File: src/core/mcs_map.vh
// Address map, reset values and codes of the metering config/status bank.
// Assumes 16-bit register addresses and 16-bit data on the register port.
`ifndef MCS_MAP_VH
`define MCS_MAP_VH

// 8-bit configuration and status registers
`define MCS_A_MEAS_MODE      16'he700
`define MCS_A_ACCUM_MODE     16'he701
`define MCS_A_LCYC_BEHAV     16'he702
`define MCS_A_PEAK_HCYC      16'he703
`define MCS_A_SAG_HCYC       16'he704
`define MCS_A_PULSE_LATCH    16'he705
`define MCS_A_FDP_CFG        16'he706
`define MCS_A_DIE_REV        16'he707
`define MCS_A_FE_CFG         16'he708
`define MCS_A_TEMP_A         16'he709
`define MCS_A_TEMP_B         16'he70a
`define MCS_A_TEMP_C         16'he70b
`define MCS_A_TEMP_N         16'he70c
`define MCS_A_KEY_A          16'he7e3
`define MCS_A_LAST_BYTE      16'he7fd
`define MCS_A_KEY_B          16'he7fe

// 16-bit registers
`define MCS_A_PF_A           16'he902
`define MCS_A_PF_B           16'he903
`define MCS_A_PF_C           16'he904
`define MCS_A_PER_A          16'he905
`define MCS_A_PER_B          16'he906
`define MCS_A_PER_C          16'he907
`define MCS_A_ACT_IDLE       16'he908
`define MCS_A_REACT_IDLE     16'he909
`define MCS_A_APP_IDLE       16'he90a

// Reset values
`define MCS_R_MEAS_MODE      16'h001c
`define MCS_R_ACCUM_MODE     16'h0000
`define MCS_R_LCYC_BEHAV     16'h0078
`define MCS_R_PEAK_HCYC      16'h0000
`define MCS_R_SAG_HCYC       16'h0000
`define MCS_R_PULSE_LATCH    16'h0001
`define MCS_R_FDP_CFG        16'h0000
`define MCS_R_FE_CFG         16'h000f
`define MCS_R_KEY            16'h0000
`define MCS_R_IDLE           16'h0000
`define MCS_R_TEMP           8'h00

// Key pair that switches DSP RAM write protection on
`define MCS_KEY_A_LOCK       8'had
`define MCS_KEY_B_LOCK       8'h80

`endif

File: src/core/mcs_reg_cell.v
// One read/write register at a fixed address with a fixed reset value.
// Assumes the write strobe and address are synchronous to clk.
`timescale 1ns/1ps
`default_nettype none

module mcs_reg_cell
#(
  parameter integer    WIDTH = 8,
  parameter [15:0]     ADDR  = 16'h0000,
  parameter [15:0]     RST   = 16'h0000
)
(
  // Clock and reset
  input  wire              clk,
  input  wire              rst_n,
  // Write port
  input  wire              wr_en,
  input  wire [15:0]       addr,
  input  wire [15:0]       wdata,
  // Stored value
  output reg  [WIDTH-1:0]  q
);

  always @(posedge clk or negedge rst_n)
  begin
    if (!rst_n)
    begin
      q <= RST[WIDTH-1:0];
    end
    else if (wr_en && (addr == ADDR))
    begin
      q <= wdata[WIDTH-1:0];
    end
  end

endmodule // mcs_reg_cell

`default_nettype wire

File: src/core/mcs_cycle_div.v
// Event divider: one strobe after every `period` input ticks.
// Assumes tick is a one-cycle pulse; period of zero stops the strobe.
`timescale 1ns/1ps
`default_nettype none

module mcs_cycle_div
(
  // Clock and reset
  input  wire        clk,
  input  wire        rst_n,
  // Events and programmed count
  input  wire        tick,
  input  wire [7:0]  period,
  // One-cycle strobe
  output reg         strobe_q
);

  reg  [7:0] count_q;
  wire [8:0] count_inc;

  assign count_inc = {1'b0, count_q} + 9'h001;

  always @(posedge clk or negedge rst_n)
  begin
    if (!rst_n)
    begin
      count_q  <= 8'h00;
      strobe_q <= 1'b0;
    end
    else
    begin
      strobe_q <= 1'b0;
      if (period == 8'h00)
      begin
        count_q <= 8'h00;
      end
      else if (tick)
      begin
        // >= so a count lowered mid-run still ends the window
        if (count_inc >= {1'b0, period})
        begin
          count_q  <= 8'h00;
          strobe_q <= 1'b1;
        end
        else
        begin
          count_q <= count_inc[7:0];
        end
      end
    end
  end

endmodule // mcs_cycle_div

`default_nettype wire

File: src/core/mcs_regs.v
// Metering configuration and status register bank.
// Assumes the serial port engine presents one-cycle read and write
// strobes with a 16-bit address and data, synchronous to SYS_CLK.
//
// Overview of operation
// - Two key registers toggle DSP RAM protection
// - Capture data of last good byte access
// - Latch energy every N energy pulses
// - Peak interval in half cycles, reset zero
// - Sag interval in half cycles, reset zero
// - Per-phase 16-bit read-only line period
// - Per-phase 16-bit read-only power factor
// - Three 16-bit idle thresholds, reset zero
// - Four signed temperature offsets, reset zero
// - Measurement mode register resets to 0x1c
// - Line-cycle behaviour register resets to 0x78
// - Front-end config register resets to 0x0f
`include "mcs_map.vh"
`timescale 1ns/1ps
`default_nettype none

module mcs_regs
#(
  // Arbitrary value, not a real revision code
  parameter [7:0] DIE_REVISION = 8'h01
)
(
  // Clock and reset
  input  wire        SYS_CLK,
  input  wire        RESETN,

  // Register port from the serial engine
  input  wire [15:0] REG_ADDR,
  input  wire [15:0] REG_WDATA,
  input  wire        REG_WR,
  input  wire        REG_RD,
  output reg  [15:0] REG_RDATA,
  output reg         REG_RVALID,

  // Event inputs from the datapath
  input  wire        ENERGY_PULSE,
  input  wire        HALF_CYCLE,

  // Measured values from the datapath
  input  wire [7:0]  PHASE_A_TEMP_OFFSET,
  input  wire [7:0]  PHASE_B_TEMP_OFFSET,
  input  wire [7:0]  PHASE_C_TEMP_OFFSET,
  input  wire [7:0]  NEUTRAL_TEMP_OFFSET,
  input  wire [15:0] PHASE_A_POWER_FACTOR,
  input  wire [15:0] PHASE_B_POWER_FACTOR,
  input  wire [15:0] PHASE_C_POWER_FACTOR,
  input  wire [15:0] PHASE_A_LINE_PERIOD,
  input  wire [15:0] PHASE_B_LINE_PERIOD,
  input  wire [15:0] PHASE_C_LINE_PERIOD,

  // Configuration to the datapath
  output wire [7:0]  MEASUREMENT_MODE_CFG,
  output wire [7:0]  ACCUMULATION_MODE_CFG,
  output wire [7:0]  LINE_CYCLE_ACCUM_BEHAVIOUR,
  output wire [7:0]  PEAK_HALF_CYCLE_COUNT,
  output wire [7:0]  SAG_HALF_CYCLE_COUNT,
  output wire [7:0]  PULSES_PER_ENERGY_LATCH,
  output wire [7:0]  FAST_DATA_PORT_CFG,
  output wire [7:0]  FRONTEND_CONVERTER_CFG,
  output wire [15:0] ACTIVE_IDLE_THRESHOLD,
  output wire [15:0] REACTIVE_IDLE_THRESHOLD,
  output wire [15:0] APPARENT_IDLE_THRESHOLD,

  // Derived controls
  output reg         DSP_RAM_WP,
  output wire        ENERGY_LATCH,
  output wire        PEAK_WINDOW_END,
  output wire        SAG_WINDOW_END
);

  wire [7:0]  key_a;
  wire [7:0]  key_b;
  reg  [7:0]  temp_a_q;
  reg  [7:0]  temp_b_q;
  reg  [7:0]  temp_c_q;
  reg  [7:0]  temp_n_q;
  reg  [15:0] pf_a_q;
  reg  [15:0] pf_b_q;
  reg  [15:0] pf_c_q;
  reg  [15:0] per_a_q;
  reg  [15:0] per_b_q;
  reg  [15:0] per_c_q;
  reg  [7:0]  last_byte_q;
  reg  [15:0] rd_d;
  reg         is_byte_d;
  reg         is_rw_byte_d;

  // Read/write configuration registers

  mcs_reg_cell #(.WIDTH(8), .ADDR(`MCS_A_MEAS_MODE), .RST(`MCS_R_MEAS_MODE))
  u_meas_mode
  (
    .clk   (SYS_CLK),
    .rst_n (RESETN),
    .wr_en (REG_WR),
    .addr  (REG_ADDR),
    .wdata (REG_WDATA),
    .q     (MEASUREMENT_MODE_CFG)
  );

  mcs_reg_cell #(.WIDTH(8), .ADDR(`MCS_A_ACCUM_MODE), .RST(`MCS_R_ACCUM_MODE))
  u_accum_mode
  (
    .clk   (SYS_CLK),
    .rst_n (RESETN),
    .wr_en (REG_WR),
    .addr  (REG_ADDR),
    .wdata (REG_WDATA),
    .q     (ACCUMULATION_MODE_CFG)
  );

  mcs_reg_cell #(.WIDTH(8), .ADDR(`MCS_A_LCYC_BEHAV), .RST(`MCS_R_LCYC_BEHAV))
  u_lcyc_behav
  (
    .clk   (SYS_CLK),
    .rst_n (RESETN),
    .wr_en (REG_WR),
    .addr  (REG_ADDR),
    .wdata (REG_WDATA),
    .q     (LINE_CYCLE_ACCUM_BEHAVIOUR)
  );

  mcs_reg_cell #(.WIDTH(8), .ADDR(`MCS_A_PEAK_HCYC), .RST(`MCS_R_PEAK_HCYC))
  u_peak_hcyc
  (
    .clk   (SYS_CLK),
    .rst_n (RESETN),
    .wr_en (REG_WR),
    .addr  (REG_ADDR),
    .wdata (REG_WDATA),
    .q     (PEAK_HALF_CYCLE_COUNT)
  );

  mcs_reg_cell #(.WIDTH(8), .ADDR(`MCS_A_SAG_HCYC), .RST(`MCS_R_SAG_HCYC))
  u_sag_hcyc
  (
    .clk   (SYS_CLK),
    .rst_n (RESETN),
    .wr_en (REG_WR),
    .addr  (REG_ADDR),
    .wdata (REG_WDATA),
    .q     (SAG_HALF_CYCLE_COUNT)
  );

  mcs_reg_cell #(.WIDTH(8), .ADDR(`MCS_A_PULSE_LATCH), .RST(`MCS_R_PULSE_LATCH))
  u_pulse_latch
  (
    .clk   (SYS_CLK),
    .rst_n (RESETN),
    .wr_en (REG_WR),
    .addr  (REG_ADDR),
    .wdata (REG_WDATA),
    .q     (PULSES_PER_ENERGY_LATCH)
  );

  mcs_reg_cell #(.WIDTH(8), .ADDR(`MCS_A_FDP_CFG), .RST(`MCS_R_FDP_CFG))
  u_fdp_cfg
  (
    .clk   (SYS_CLK),
    .rst_n (RESETN),
    .wr_en (REG_WR),
    .addr  (REG_ADDR),
    .wdata (REG_WDATA),
    .q     (FAST_DATA_PORT_CFG)
  );

  mcs_reg_cell #(.WIDTH(8), .ADDR(`MCS_A_FE_CFG), .RST(`MCS_R_FE_CFG))
  u_fe_cfg
  (
    .clk   (SYS_CLK),
    .rst_n (RESETN),
    .wr_en (REG_WR),
    .addr  (REG_ADDR),
    .wdata (REG_WDATA),
    .q     (FRONTEND_CONVERTER_CFG)
  );

  // Protection keys
  mcs_reg_cell #(.WIDTH(8), .ADDR(`MCS_A_KEY_A), .RST(`MCS_R_KEY))
  u_key_a
  (
    .clk   (SYS_CLK),
    .rst_n (RESETN),
    .wr_en (REG_WR),
    .addr  (REG_ADDR),
    .wdata (REG_WDATA),
    .q     (key_a)
  );

  mcs_reg_cell #(.WIDTH(8), .ADDR(`MCS_A_KEY_B), .RST(`MCS_R_KEY))
  u_key_b
  (
    .clk   (SYS_CLK),
    .rst_n (RESETN),
    .wr_en (REG_WR),
    .addr  (REG_ADDR),
    .wdata (REG_WDATA),
    .q     (key_b)
  );

  // Idle thresholds
  mcs_reg_cell #(.WIDTH(16), .ADDR(`MCS_A_ACT_IDLE), .RST(`MCS_R_IDLE))
  u_act_idle
  (
    .clk   (SYS_CLK),
    .rst_n (RESETN),
    .wr_en (REG_WR),
    .addr  (REG_ADDR),
    .wdata (REG_WDATA),
    .q     (ACTIVE_IDLE_THRESHOLD)
  );

  mcs_reg_cell #(.WIDTH(16), .ADDR(`MCS_A_REACT_IDLE), .RST(`MCS_R_IDLE))
  u_react_idle
  (
    .clk   (SYS_CLK),
    .rst_n (RESETN),
    .wr_en (REG_WR),
    .addr  (REG_ADDR),
    .wdata (REG_WDATA),
    .q     (REACTIVE_IDLE_THRESHOLD)
  );

  mcs_reg_cell #(.WIDTH(16), .ADDR(`MCS_A_APP_IDLE), .RST(`MCS_R_IDLE))
  u_app_idle
  (
    .clk   (SYS_CLK),
    .rst_n (RESETN),
    .wr_en (REG_WR),
    .addr  (REG_ADDR),
    .wdata (REG_WDATA),
    .q     (APPARENT_IDLE_THRESHOLD)
  );

  // Event dividers
  mcs_cycle_div u_energy_div
  (
    .clk      (SYS_CLK),
    .rst_n    (RESETN),
    .tick     (ENERGY_PULSE),
    .period   (PULSES_PER_ENERGY_LATCH),
    .strobe_q (ENERGY_LATCH)
  );

  mcs_cycle_div u_peak_div
  (
    .clk      (SYS_CLK),
    .rst_n    (RESETN),
    .tick     (HALF_CYCLE),
    .period   (PEAK_HALF_CYCLE_COUNT),
    .strobe_q (PEAK_WINDOW_END)
  );

  mcs_cycle_div u_sag_div
  (
    .clk      (SYS_CLK),
    .rst_n    (RESETN),
    .tick     (HALF_CYCLE),
    .period   (SAG_HALF_CYCLE_COUNT),
    .strobe_q (SAG_WINDOW_END)
  );

  // Measured values sampled each cycle so a read sees one stable word
  always @(posedge SYS_CLK or negedge RESETN)
  begin
    if (!RESETN)
    begin
      temp_a_q <= `MCS_R_TEMP;
      temp_b_q <= `MCS_R_TEMP;
      temp_c_q <= `MCS_R_TEMP;
      temp_n_q <= `MCS_R_TEMP;
      pf_a_q   <= 16'h0000;
      pf_b_q   <= 16'h0000;
      pf_c_q   <= 16'h0000;
      per_a_q  <= 16'h0000;
      per_b_q  <= 16'h0000;
      per_c_q  <= 16'h0000;
    end
    else
    begin
      temp_a_q <= PHASE_A_TEMP_OFFSET;
      temp_b_q <= PHASE_B_TEMP_OFFSET;
      temp_c_q <= PHASE_C_TEMP_OFFSET;
      temp_n_q <= NEUTRAL_TEMP_OFFSET;
      pf_a_q   <= PHASE_A_POWER_FACTOR;
      pf_b_q   <= PHASE_B_POWER_FACTOR;
      pf_c_q   <= PHASE_C_POWER_FACTOR;
      per_a_q  <= PHASE_A_LINE_PERIOD;
      per_b_q  <= PHASE_B_LINE_PERIOD;
      per_c_q  <= PHASE_C_LINE_PERIOD;
    end
  end

  // Read decode; read-only entries have no write path at all
  always @*
  begin
    rd_d         = 16'h0000;
    is_byte_d    = 1'b1;
    is_rw_byte_d = 1'b1;
    if (REG_ADDR == `MCS_A_MEAS_MODE)
      rd_d = {8'h00, MEASUREMENT_MODE_CFG};
    else if (REG_ADDR == `MCS_A_ACCUM_MODE)
      rd_d = {8'h00, ACCUMULATION_MODE_CFG};
    else if (REG_ADDR == `MCS_A_LCYC_BEHAV)
      rd_d = {8'h00, LINE_CYCLE_ACCUM_BEHAVIOUR};
    else if (REG_ADDR == `MCS_A_PEAK_HCYC)
      rd_d = {8'h00, PEAK_HALF_CYCLE_COUNT};
    else if (REG_ADDR == `MCS_A_SAG_HCYC)
      rd_d = {8'h00, SAG_HALF_CYCLE_COUNT};
    else if (REG_ADDR == `MCS_A_PULSE_LATCH)
      rd_d = {8'h00, PULSES_PER_ENERGY_LATCH};
    else if (REG_ADDR == `MCS_A_FDP_CFG)
      rd_d = {8'h00, FAST_DATA_PORT_CFG};
    else if (REG_ADDR == `MCS_A_FE_CFG)
      rd_d = {8'h00, FRONTEND_CONVERTER_CFG};
    else if (REG_ADDR == `MCS_A_KEY_A)
      rd_d = {8'h00, key_a};
    else if (REG_ADDR == `MCS_A_KEY_B)
      rd_d = {8'h00, key_b};
    else
    begin
      is_rw_byte_d = 1'b0;
      if (REG_ADDR == `MCS_A_DIE_REV)
        rd_d = {8'h00, DIE_REVISION};
      else if (REG_ADDR == `MCS_A_TEMP_A)
        rd_d = {8'h00, temp_a_q};
      else if (REG_ADDR == `MCS_A_TEMP_B)
        rd_d = {8'h00, temp_b_q};
      else if (REG_ADDR == `MCS_A_TEMP_C)
        rd_d = {8'h00, temp_c_q};
      else if (REG_ADDR == `MCS_A_TEMP_N)
        rd_d = {8'h00, temp_n_q};
      else if (REG_ADDR == `MCS_A_LAST_BYTE)
        rd_d = {8'h00, last_byte_q};
      else
      begin
        is_byte_d = 1'b0;
        if (REG_ADDR == `MCS_A_PF_A)
          rd_d = pf_a_q;
        else if (REG_ADDR == `MCS_A_PF_B)
          rd_d = pf_b_q;
        else if (REG_ADDR == `MCS_A_PF_C)
          rd_d = pf_c_q;
        else if (REG_ADDR == `MCS_A_PER_A)
          rd_d = per_a_q;
        else if (REG_ADDR == `MCS_A_PER_B)
          rd_d = per_b_q;
        else if (REG_ADDR == `MCS_A_PER_C)
          rd_d = per_c_q;
        else if (REG_ADDR == `MCS_A_ACT_IDLE)
          rd_d = ACTIVE_IDLE_THRESHOLD;
        else if (REG_ADDR == `MCS_A_REACT_IDLE)
          rd_d = REACTIVE_IDLE_THRESHOLD;
        else if (REG_ADDR == `MCS_A_APP_IDLE)
          rd_d = APPARENT_IDLE_THRESHOLD;
        else
          rd_d = 16'h0000; // Unmapped: reads zero, writes dropped
      end
    end
  end

  // Read answer, last byte access and protection state
  always @(posedge SYS_CLK or negedge RESETN)
  begin
    if (!RESETN)
    begin
      REG_RDATA   <= 16'h0000;
      REG_RVALID  <= 1'b0;
      last_byte_q <= 8'h00;
      DSP_RAM_WP  <= 1'b0;
    end
    else
    begin
      REG_RVALID <= REG_RD;
      if (REG_RD)
      begin
        REG_RDATA <= rd_d;
      end
      // A read wins over a write in the same cycle
      if (REG_RD && is_byte_d)
      begin
        last_byte_q <= rd_d[7:0];
      end
      else if (REG_WR && is_rw_byte_d)
      begin
        last_byte_q <= REG_WDATA[7:0];
      end
      // Both keys must hold the lock pair; any other pair unlocks
      DSP_RAM_WP <= (key_a == `MCS_KEY_A_LOCK) &&
                    (key_b == `MCS_KEY_B_LOCK);
    end
  end

endmodule // mcs_regs

`default_nettype wire

File: config.mk
export PLATFORM = sky130hd
export DESIGN_NAME = mcs_regs
export DESIGN_NICKNAME = d
export VERILOG_FILES = /design/src/core/mcs_reg_cell.v /design/src/core/mcs_cycle_div.v /design/src/core/mcs_regs.v
export VERILOG_INCLUDE_DIRS = /design/src /design/src/core
export SDC_FILE = /design/constraint.sdc
export NUM_CORES = 1
export LEC_CHECK = 0
export ABC_AREA = 1
export BUFFER_PORTS_ARGS = -buffer_cell sky130_fd_sc_hd__buf_2
export CAP_MARGIN = 20
export CORE_MARGIN = 4
export CORE_UTILIZATION = 59
export DETAILED_ROUTE_END_ITERATION = 10
export GPL_TIMING_DRIVEN = 0
export HOLD_SLACK_MARGIN = 0.06
export PLACE_DENSITY_LB_ADDON = 0.1
export SLEW_MARGIN = 25
export SYNTH_ARGS = -nofsm -noshare
export SYNTH_HDL_FRONTEND = slang
export SYNTH_SLANG_ARGS = --single-unit
File: constraint.sdc
create_clock -name SYS_CLK -period 5.5 [get_ports SYS_CLK]
set_input_delay 0.275 -clock SYS_CLK [delete_from_list [all_inputs] [get_ports SYS_CLK]]
set_output_delay 0.275 -clock SYS_CLK [all_outputs]
set_load 0.005 [all_outputs]
==> results of run 1 <==
==> cell usage after synthesis, types with 2 or more instances <==
library cell / count
o21ai_0: 172
nand3_1: 76
nand2_1: 477
inv_2: 20
clkbuf_1: 34
dfstp_2: 12
buf_2: 9
o21bai_1: 3
o31ai_1: 5
o32ai_1: 10
nand4_1: 28
or2_0: 2
a211oi_1: 6
a221oi_1: 6
nand2_2: 6
o221ai_1: 3
or2_2: 7
nor2_2: 3
nor2_1: 116
o211ai_1: 17
a21oi_1: 47
dfrtp_1: 297
buf_1: 2
o21ai_1: 9
ha_1: 27
xor2_1: 12
nor4_1: 15
nor2_4: 7
nor3_1: 18
nor2_8: 2
a41oi_1: 4
inv_1: 175
==> state kept, by name (all words and copies together), names as in the netlist, 16 cells and up <==
| signal | cells |
|---|---|
| REG_RDATA | 16 |
| per_a_q | 16 |
| per_b_q | 16 |
| per_c_q | 16 |
| pf_a_q | 16 |
| pf_b_q | 16 |
| pf_c_q | 16 |
| u_act_idle.q | 16 |
| u_app_idle.q | 16 |
| u_react_idle.q | 16 |
==> critical path, delay by kind of cell <==
family / cells / cell delay, ps
AND/OR/NAND/NOR: 12 / 1780
AO/OA/AOI/OAI: 4 / 730
buffers and inverters: 3 / 620
==> cell families (layout without fill, tap and decap cells) <==
kind of cell | count (synthesis) | in the layout | synth area share
other cells | 0 | 8 | 0
compound gates | 286 | 286 | 0.114
fa+ha+maj | 27 | 27 | 0.0241
buf+inv | 243 | 739 | 0.0667
xor+xnor | 12 | 12 | 0.00750
flops | 309 | 309 | 0.553
simple gates | 765 | 765 | 0.235
==> power by group through the flow <==
stage / clock network (mW) / logic, mW / registers [mW]
6_report: 2.31 / 0.274 / 2.35
2_1_floorplan: 0 / 0.0394 / 2.38
5_1_grt: 2.42 / 0.295 / 2.35
4_1_cts: 2.30 / 0.259 / 2.34
3_3_place_gp: 0 / 0.173 / 2.38
3_5_place_dp: 0 / 0.184 / 2.38
==> worst paths after layout <==
| path | from | end | slack (ps) | depth (start not counted) |
|---|---|---|---|---|
| worst max-delay path | REG_ADDR[6] | last_byte_q[7] | 2460 | 19 |
| worst min-delay path | REG_WDATA[14] | u_app_idle.q[14] | 70 | 3 |
| worst min register to register | REG_RDATA[9] | REG_RDATA[9] | 490 | 2 |
| worst max register to register | u_app_idle.q[2] | last_byte_q[2] | 2770 | 22 |
| max in group asynchronous | RESETN | pf_c_q[2] | 4030 | 4 |
| min in group asynchronous | RESETN | u_sag_div.count_q[5] | 310 | 2 |
==> final cells by class <==
cell class              instances  area share
flip-flops and latches        309       0.419
diodes                          8     0.00108
multi-input cells            1090       0.289
clock inverters                12     0.00751
clock buffers                  49      0.0529
inverters                     196      0.0398
repair buffers                435       0.159
well taps                     319      0.0216
plain buffers                  47      0.0108
==> timing repair <==
item                                    CTS  global route
endpoints found under the setup margin    0             0
endpoints found under the hold margin   198             0
hold buffers                            135             0
gates resized for setup                   0             0
==> layer usage <==
metal	routed length [µm]	GRT usage
met1	18500	0.486
met4	3640	0.247
met3	4880	0.0837
met2	24100	0.631
met5	11	0
==> stage by stage <==
stage               instance area [µm²]  TNS (ps)  utilization  power, mW  cells
CTS                               18500         0        0.789       4.90   2457
floorplan                         14000         0            -       2.42   1642
global placement                  15900   -423920        0.679       2.56   2258
detailed placement                16000         0        0.683       2.57   2261
global route                      18500         0        0.790       5.06   2465
finish                            18500         0        0.790       4.94   2465
==> cells in the final DEF, fill, tap and decap left out, types with 43 or more instances in the layout <==
cell type,count
o21ai_0,172
dfrtp_1,297
clkbuf_1,43
nand2_1,477
nand3_1,76
buf_2,305
nor2_1,116
inv_1,175
a21oi_1,47
dlygate4sd3_1,135
==> summary.md, run 1 <==
| Metric | Value |
|---|---|
| Fillers | 1,598 |
| Unrepaired setup endpoints after global routing | no |
| CP Launch Type | primary input |
| Outcome | finished clean |
| H-Tree Depth | 2 |
| Worst path cell trace | buf_2, nor2_1, nand2_1, nor2_1, inv_2, nor3_2, inv_1, o221ai_1, nand3_1, o21ai_0, nand3_1, nand2_1, nand3_1, nand2_1, nand2_1, nand2_1, nand2_1, o21ai_1, a21oi_1 |
| Top cell type's share of synthesized area | 0.530 |
| Hold slack final | approximately 68 ps |
| Via density | 5.77 |
| Placeable Area | 0.0234 mm² |
| Global Route Usage Sum | 0.392 |
| DIE AREA | 0.0263 mm² |
| Worst VDD drop | 0.388 mV |
| Critical path type | primary input to flop |
| Fmax | between 300 and 400 MHz |
| Area of the multi-input gates | around 0.0053 mm² |
| Syn Inst Count | around 1,600 |
| Sequential share of the synthesized area | 0.553 |
| Area growth syn-to-layout | 31.9% |
| Post-DP HPWL | 32,800 µm |
| ANT nets after route | 0 |
| Worst-skew pair later-pin latency | around 520 ps |
| DRT Pass-1 Iters | 6 |
| DRC viols | 0 |
| Number of enable flip-flop cells after synthesis | 0 |
| Slew Limit Fails | 0 |
| Avg WL per Cell | 20.8 µm |
| Power Density | 267 mW/mm² |
| Slowest Stage Delay on Critical Path | 500 ps |
| Net switching power | 1.10 mW |
| Starting Density | 0.599 |
| Max cap viols | 0 |
| Post CTS Setup Buffer Count | 0 |
| Tightest Pin Transition | 849 ps |
| Sw Share | 0.224 |
| Number of global-route vias before repair | 14,201 |
| Global-route wire length before repair | roughly 80,000 µm |
| Number of buffers on the longest clock path | 3 |
| Clk pwr share | 0.469 |
| CTS Root Cell | clkbuf_16 |
| Async set-reset flop share out of synthesis | 1.00 |
| Initial DRC count | 1,430 |
| CTS tree | built |
| Tcrit/Tclk final | 0.553 |
| Hold Fails Final Rpt | 0 |
| P_int | 3.83 mW |
| Initial antenna violation count | 9 |
| Clock Sinks | 309 |
| Leakage | 9.39 nW |
| CP max FO | 10 |
| Fin nets | about 2,300 |
| Number of buffers added on ports | between 200 and 300 |
| Layout cell share with drive strength beyond 1 | 0.199 |
| Yosys warns | 0 |
| Arr. time, crit path | 3420 ps |
| Sequential share of power | 0.476 |
| Fin crit period | a little over 3000 ps |
| CP required | 5880 ps |
| Slew HR | 0.430 |
| Final setup fails | 0 |
| Die height | 162 µm |
| Via Count | roughly 14,000 |
| Library cells used by synthesis | 47 |
| Reg area | 0.00775 mm² |
| Mapped Nets | 1,835 |
| Area leader, netlist | dfrtp_1 |
| Final wirelength | 51,200 µm |
| Slowest-stage cell, CP | nor3_2 |
| Mapped Avg Cell Area | between 8 and 9 µm² |
| CTS Buf Count | 34 |
| Clock Skews | 17.8 ps |
| I/O pins | ~300 |
| GRT overflow | 0 |
| Gate power share | 0.055 |
| Chip Width | 162 µm |
| GPL Wtd Cong | ~0.9 |
| Worst hold path class | primary input to flop |
| Row count | 56 |
| Clock transition at path regs | around 60 ps |
| Main flop type after synthesis | dfrtp_1 |
| Worst setup margin | 2460 ps |
| Synth area leaders | dfrtp_1 (53%), nand2_1 (13%), o21ai_0 (6.1%) |
| Largest net degree at the start of global routing | 94 |
| Most used cell, CP | nand2_1 |
| Crit. End Element | flop |
| Pre-CTS setup slack | 2220 ps |
| Post-Syn Area | 0.0140 mm² |
| FF+latch count, synth | 309 |
Power figures use the tool's default switching activity.
==> inputs of run 2 (changes only) <==
- ABC_AREA: 1 -> 0
- CORE_UTILIZATION: 59 -> 55
- clock period: 5.5 -> 3.14 ns (I/O delays scaled with it)
==> run 2 against run 1 <==
Effect of this change: area after synthesis increased by 0.45%; clock-buffer cell count decreased by 8; combinational power increased by 110%; clock skew increased by 5.1 ps; die area increased by 7.4%; non-clock buffer count increased by 20; critical path type unchanged.
==> summary.md, run 2 <==
| Metric | Value |
|---|---|
| Outcome | finished clean |
| Number of buffers added on ports | 297 |
| Largest net degree at the start of global routing | 98 |
| Worst-skew pair later-pin latency | 530 ps |
| Max cap viols | 0 |
| Most common cell in the netlist | dfrtp_1 |
| Yosys warns | 0 |
| Worst R2R End | u_sag_div.count_q[5] |
| Critical Path Start | REG_ADDR[3] |
| Tcrit/Tclk final | 0.997 |
| GRT overflow | 0 |
| Final setup fails | 0 |
| Placed cells | 1,810 |
| Arr. time, crit path | about 3600 ps |
| DIE AREA | ~0.028 mm² |
| Unrepaired setup endpoints after global routing | no |
| Placeable Area | 0.0252 mm² |
| Final wirelength | roughly 55,000 µm |
| Reg2reg path depth | 10 |
| Hold Fails Final Rpt | 0 |
| I/O pins | 299 |
| Die height | 168 µm |
| Post-DP HPWL | ~37,000 µm |
| CTS Root Cell | clkbuf_16 |
| Chip Width | 168 µm |
| Fillers | 1,692 |
| CP max FO | 10 |
| Starting Density | 0.559 |
| Slowest-stage cell, CP | or4bb_1 |
| Number of enable flip-flop cells after synthesis | 0 |
| Final instance area | 0.0188 mm² |
| Slowest Stage Delay on Critical Path | 600 ps |
| H-Tree Depth | 2 |
| Worst VDD drop | about 0.53 mV |
| Power Density | 487 mW/mm² |
| Global Route Usage Sum | 0.377 |
| Area growth syn-to-layout | 33.7% |
| Layout cell share with drive strength beyond 1 | 0.337 |
| Fin crit period | 3130 ps |
| Commonest non-fill, non-tap cell in the layout | buf_2 |
| FF+latch count, synth | between 300 and 400 |
| Crit. End Element | flop |
| Clock Skews | around 23 ps |
| Slew Limit Fails | 0 |
| Slew HR | 0.276 |
| CTS Buf Count | 34 |
| Pre-CTS setup slack | -448 ps |
| Sequential share of the synthesized area | 0.550 |
| R2R setup slack | just under 400 ps |
| ANT cells | 0 |
| Main flop type after synthesis | dfrtp_1 |
| Fin nets | about 1,900 |
| Clock Sinks | just over 300 |
| Library cells used by synthesis | 79 |
| Avg WL per Cell | 27.0 µm |
| Tightest Pin Transition | 1080 ps |
| Initial DRC count | around 1,500 |
| Hold Startpoint | REG_WDATA[5] |
| Fmax | 319 MHz |
| Worst setup margin | roughly 9.3 ps |
| DRC viols | 0 |
| Commonest cells after routing, fill and taps aside | buf_2 (312), dfrtp_1 (297), mux2_2 (146), dlygate4sd3_1 (146), nand2_1 (82) |
| Initial antenna violation count | 0 |
| DRT Pass-1 Iters | 6 |
| Number of buffers on the longest clock path | 3 |
| Via Count | 12,919 |
| Area leader, netlist | dfrtp_1 |
| Post-Syn Area | 0.0141 mm² |
| Worst Hold End | u_key_a.q[5] |
| Final Instance Count excl. Fillers | 2,018 |
| Row count | between 50 and 60 |
| GPL Wtd Cong | roughly 1.0 |
| Clock transition at path regs | around 60 ps |
| Top cell type's share of synthesized area | 0.528 |
| Placed inst area | 0.0161 mm² |
| CTS tree | built |
| Syn Inst Count | 1,180 |
| Reg-to-reg startpoint | u_sag_div.count_q[0] |
| ANT nets after route | 0 |
| Global-route wire length before repair | 80,700 µm |
| Via density | 6.40 |
| CP required | 3590 ps |
| Critical path type | primary input to flop |
| CP Launch Type | primary input |
| Number of global-route vias before repair | about 13,000 |
| Worst path cell trace | buf_2, clkbuf_1, or4bb_1, nor4_2, buf_2, a222oi_1, a21oi_1, o221ai_1, a31oi_1, mux2_2 |
| Final core utilization | 0.747 |
| Synth area leaders | dfrtp_1 (53%), mux2_2 (12%), ha_1 (2.4%) |
| Most used cell, CP | buf_2 |
| Async set-reset flop share out of synthesis | 1.00 |
| Mapped Nets | 1,373 |
| Mapped Avg Cell Area | 11.9 µm² |
| Top cells by instance count after synthesis | dfrtp_1 (297), mux2_2 (146), nand2_1 (82), nor2_1 (54), inv_1 (51) |
| Worst hold path class | primary input to flop |
| Hold depth | 2 |
| Leakage | 9.20 nW |
run 2: power by group:
group	leakage (nW)	switching, mW	internal, mW
registers	3.97	0.0398	4.07
clock network	0.611	1.72	2.75
logic	4.62	0.323	0.256
run 2: routing by layer:
metal | vias to the layer above | GRT usage | share of wire
met3 | 195 | 0.116 | 0.12
li1 | 5402 | - | -
met5 | - | 0.00348 | 0
met2 | 958 | 0.599 | 0.46
met1 | 6364 | 0.486 | 0.37
met4 | 0 | 0.151 | 0.047
run 2: cells by family (layout without fill, tap and decap cells):
group	after synthesis	count (layout)	share of synthesized area
flops	309	309	0.550
simple gates	302	302	0.122
compound gates	262	262	0.137
mux	155	155	0.124
buf+inv	107	615	0.0316
fa+ha+maj	27	27	0.0240
xor+xnor	18	18	0.0112
run 2: final cells by class:
| type | instances | area, µm² | area share |
|---|---|---|---|
| tap | 330 | 413 | 0.0219 |
| sequential | 309 | 7750 | 0.412 |
| clock buffer | 41 | 907 | 0.0482 |
| buffer | 56 | 255 | 0.0136 |
| clock inverter | 21 | 338 | 0.0179 |
| timing repair buffer | 446 | 3040 | 0.162 |
| multi-input combinational | 764 | 5930 | 0.315 |
| inverter | 51 | 191 | 0.0102 |
run 2: critical path, delay by kind of cell:
family | cells | cell delay [ps]
compound gates | 4 | 1160
buf+inv | 3 | 990
simple gates | 2 | 1010
mux | 1 | 260
run 2: timing repair:
action                                  4_1_cts  5_1_grt
hold buffers                                146        0
setup buffers                                 0        0
resized for setup                             0        3
endpoints found under the setup margin        0        4
endpoints found under the hold margin       249        0
run 2: worst max path at each step:
stage	end	slack, ps
2_1_floorplan	u_peak_div.count_q[1]	710
3_3_place_gp	pf_b_q[11]	-3710
3_5_place_dp	last_byte_q[0]	-450
4_1_cts	last_byte_q[0]	90
5_1_grt	last_byte_q[5]	7
6_report	REG_RDATA[3]	9
run 2: through the flow:
step	setup TNS, ps	total power [mW]	hold WS (ps)
6_report	0	9.16	89.8
3_5_place_dp	-6150	4.59	133
2_1_floorplan	0	4.28	-139
5_1_grt	0	9.37	82.1
3_3_place_gp	-1118680	4.57	265
4_1_cts	0	9.11	71.5
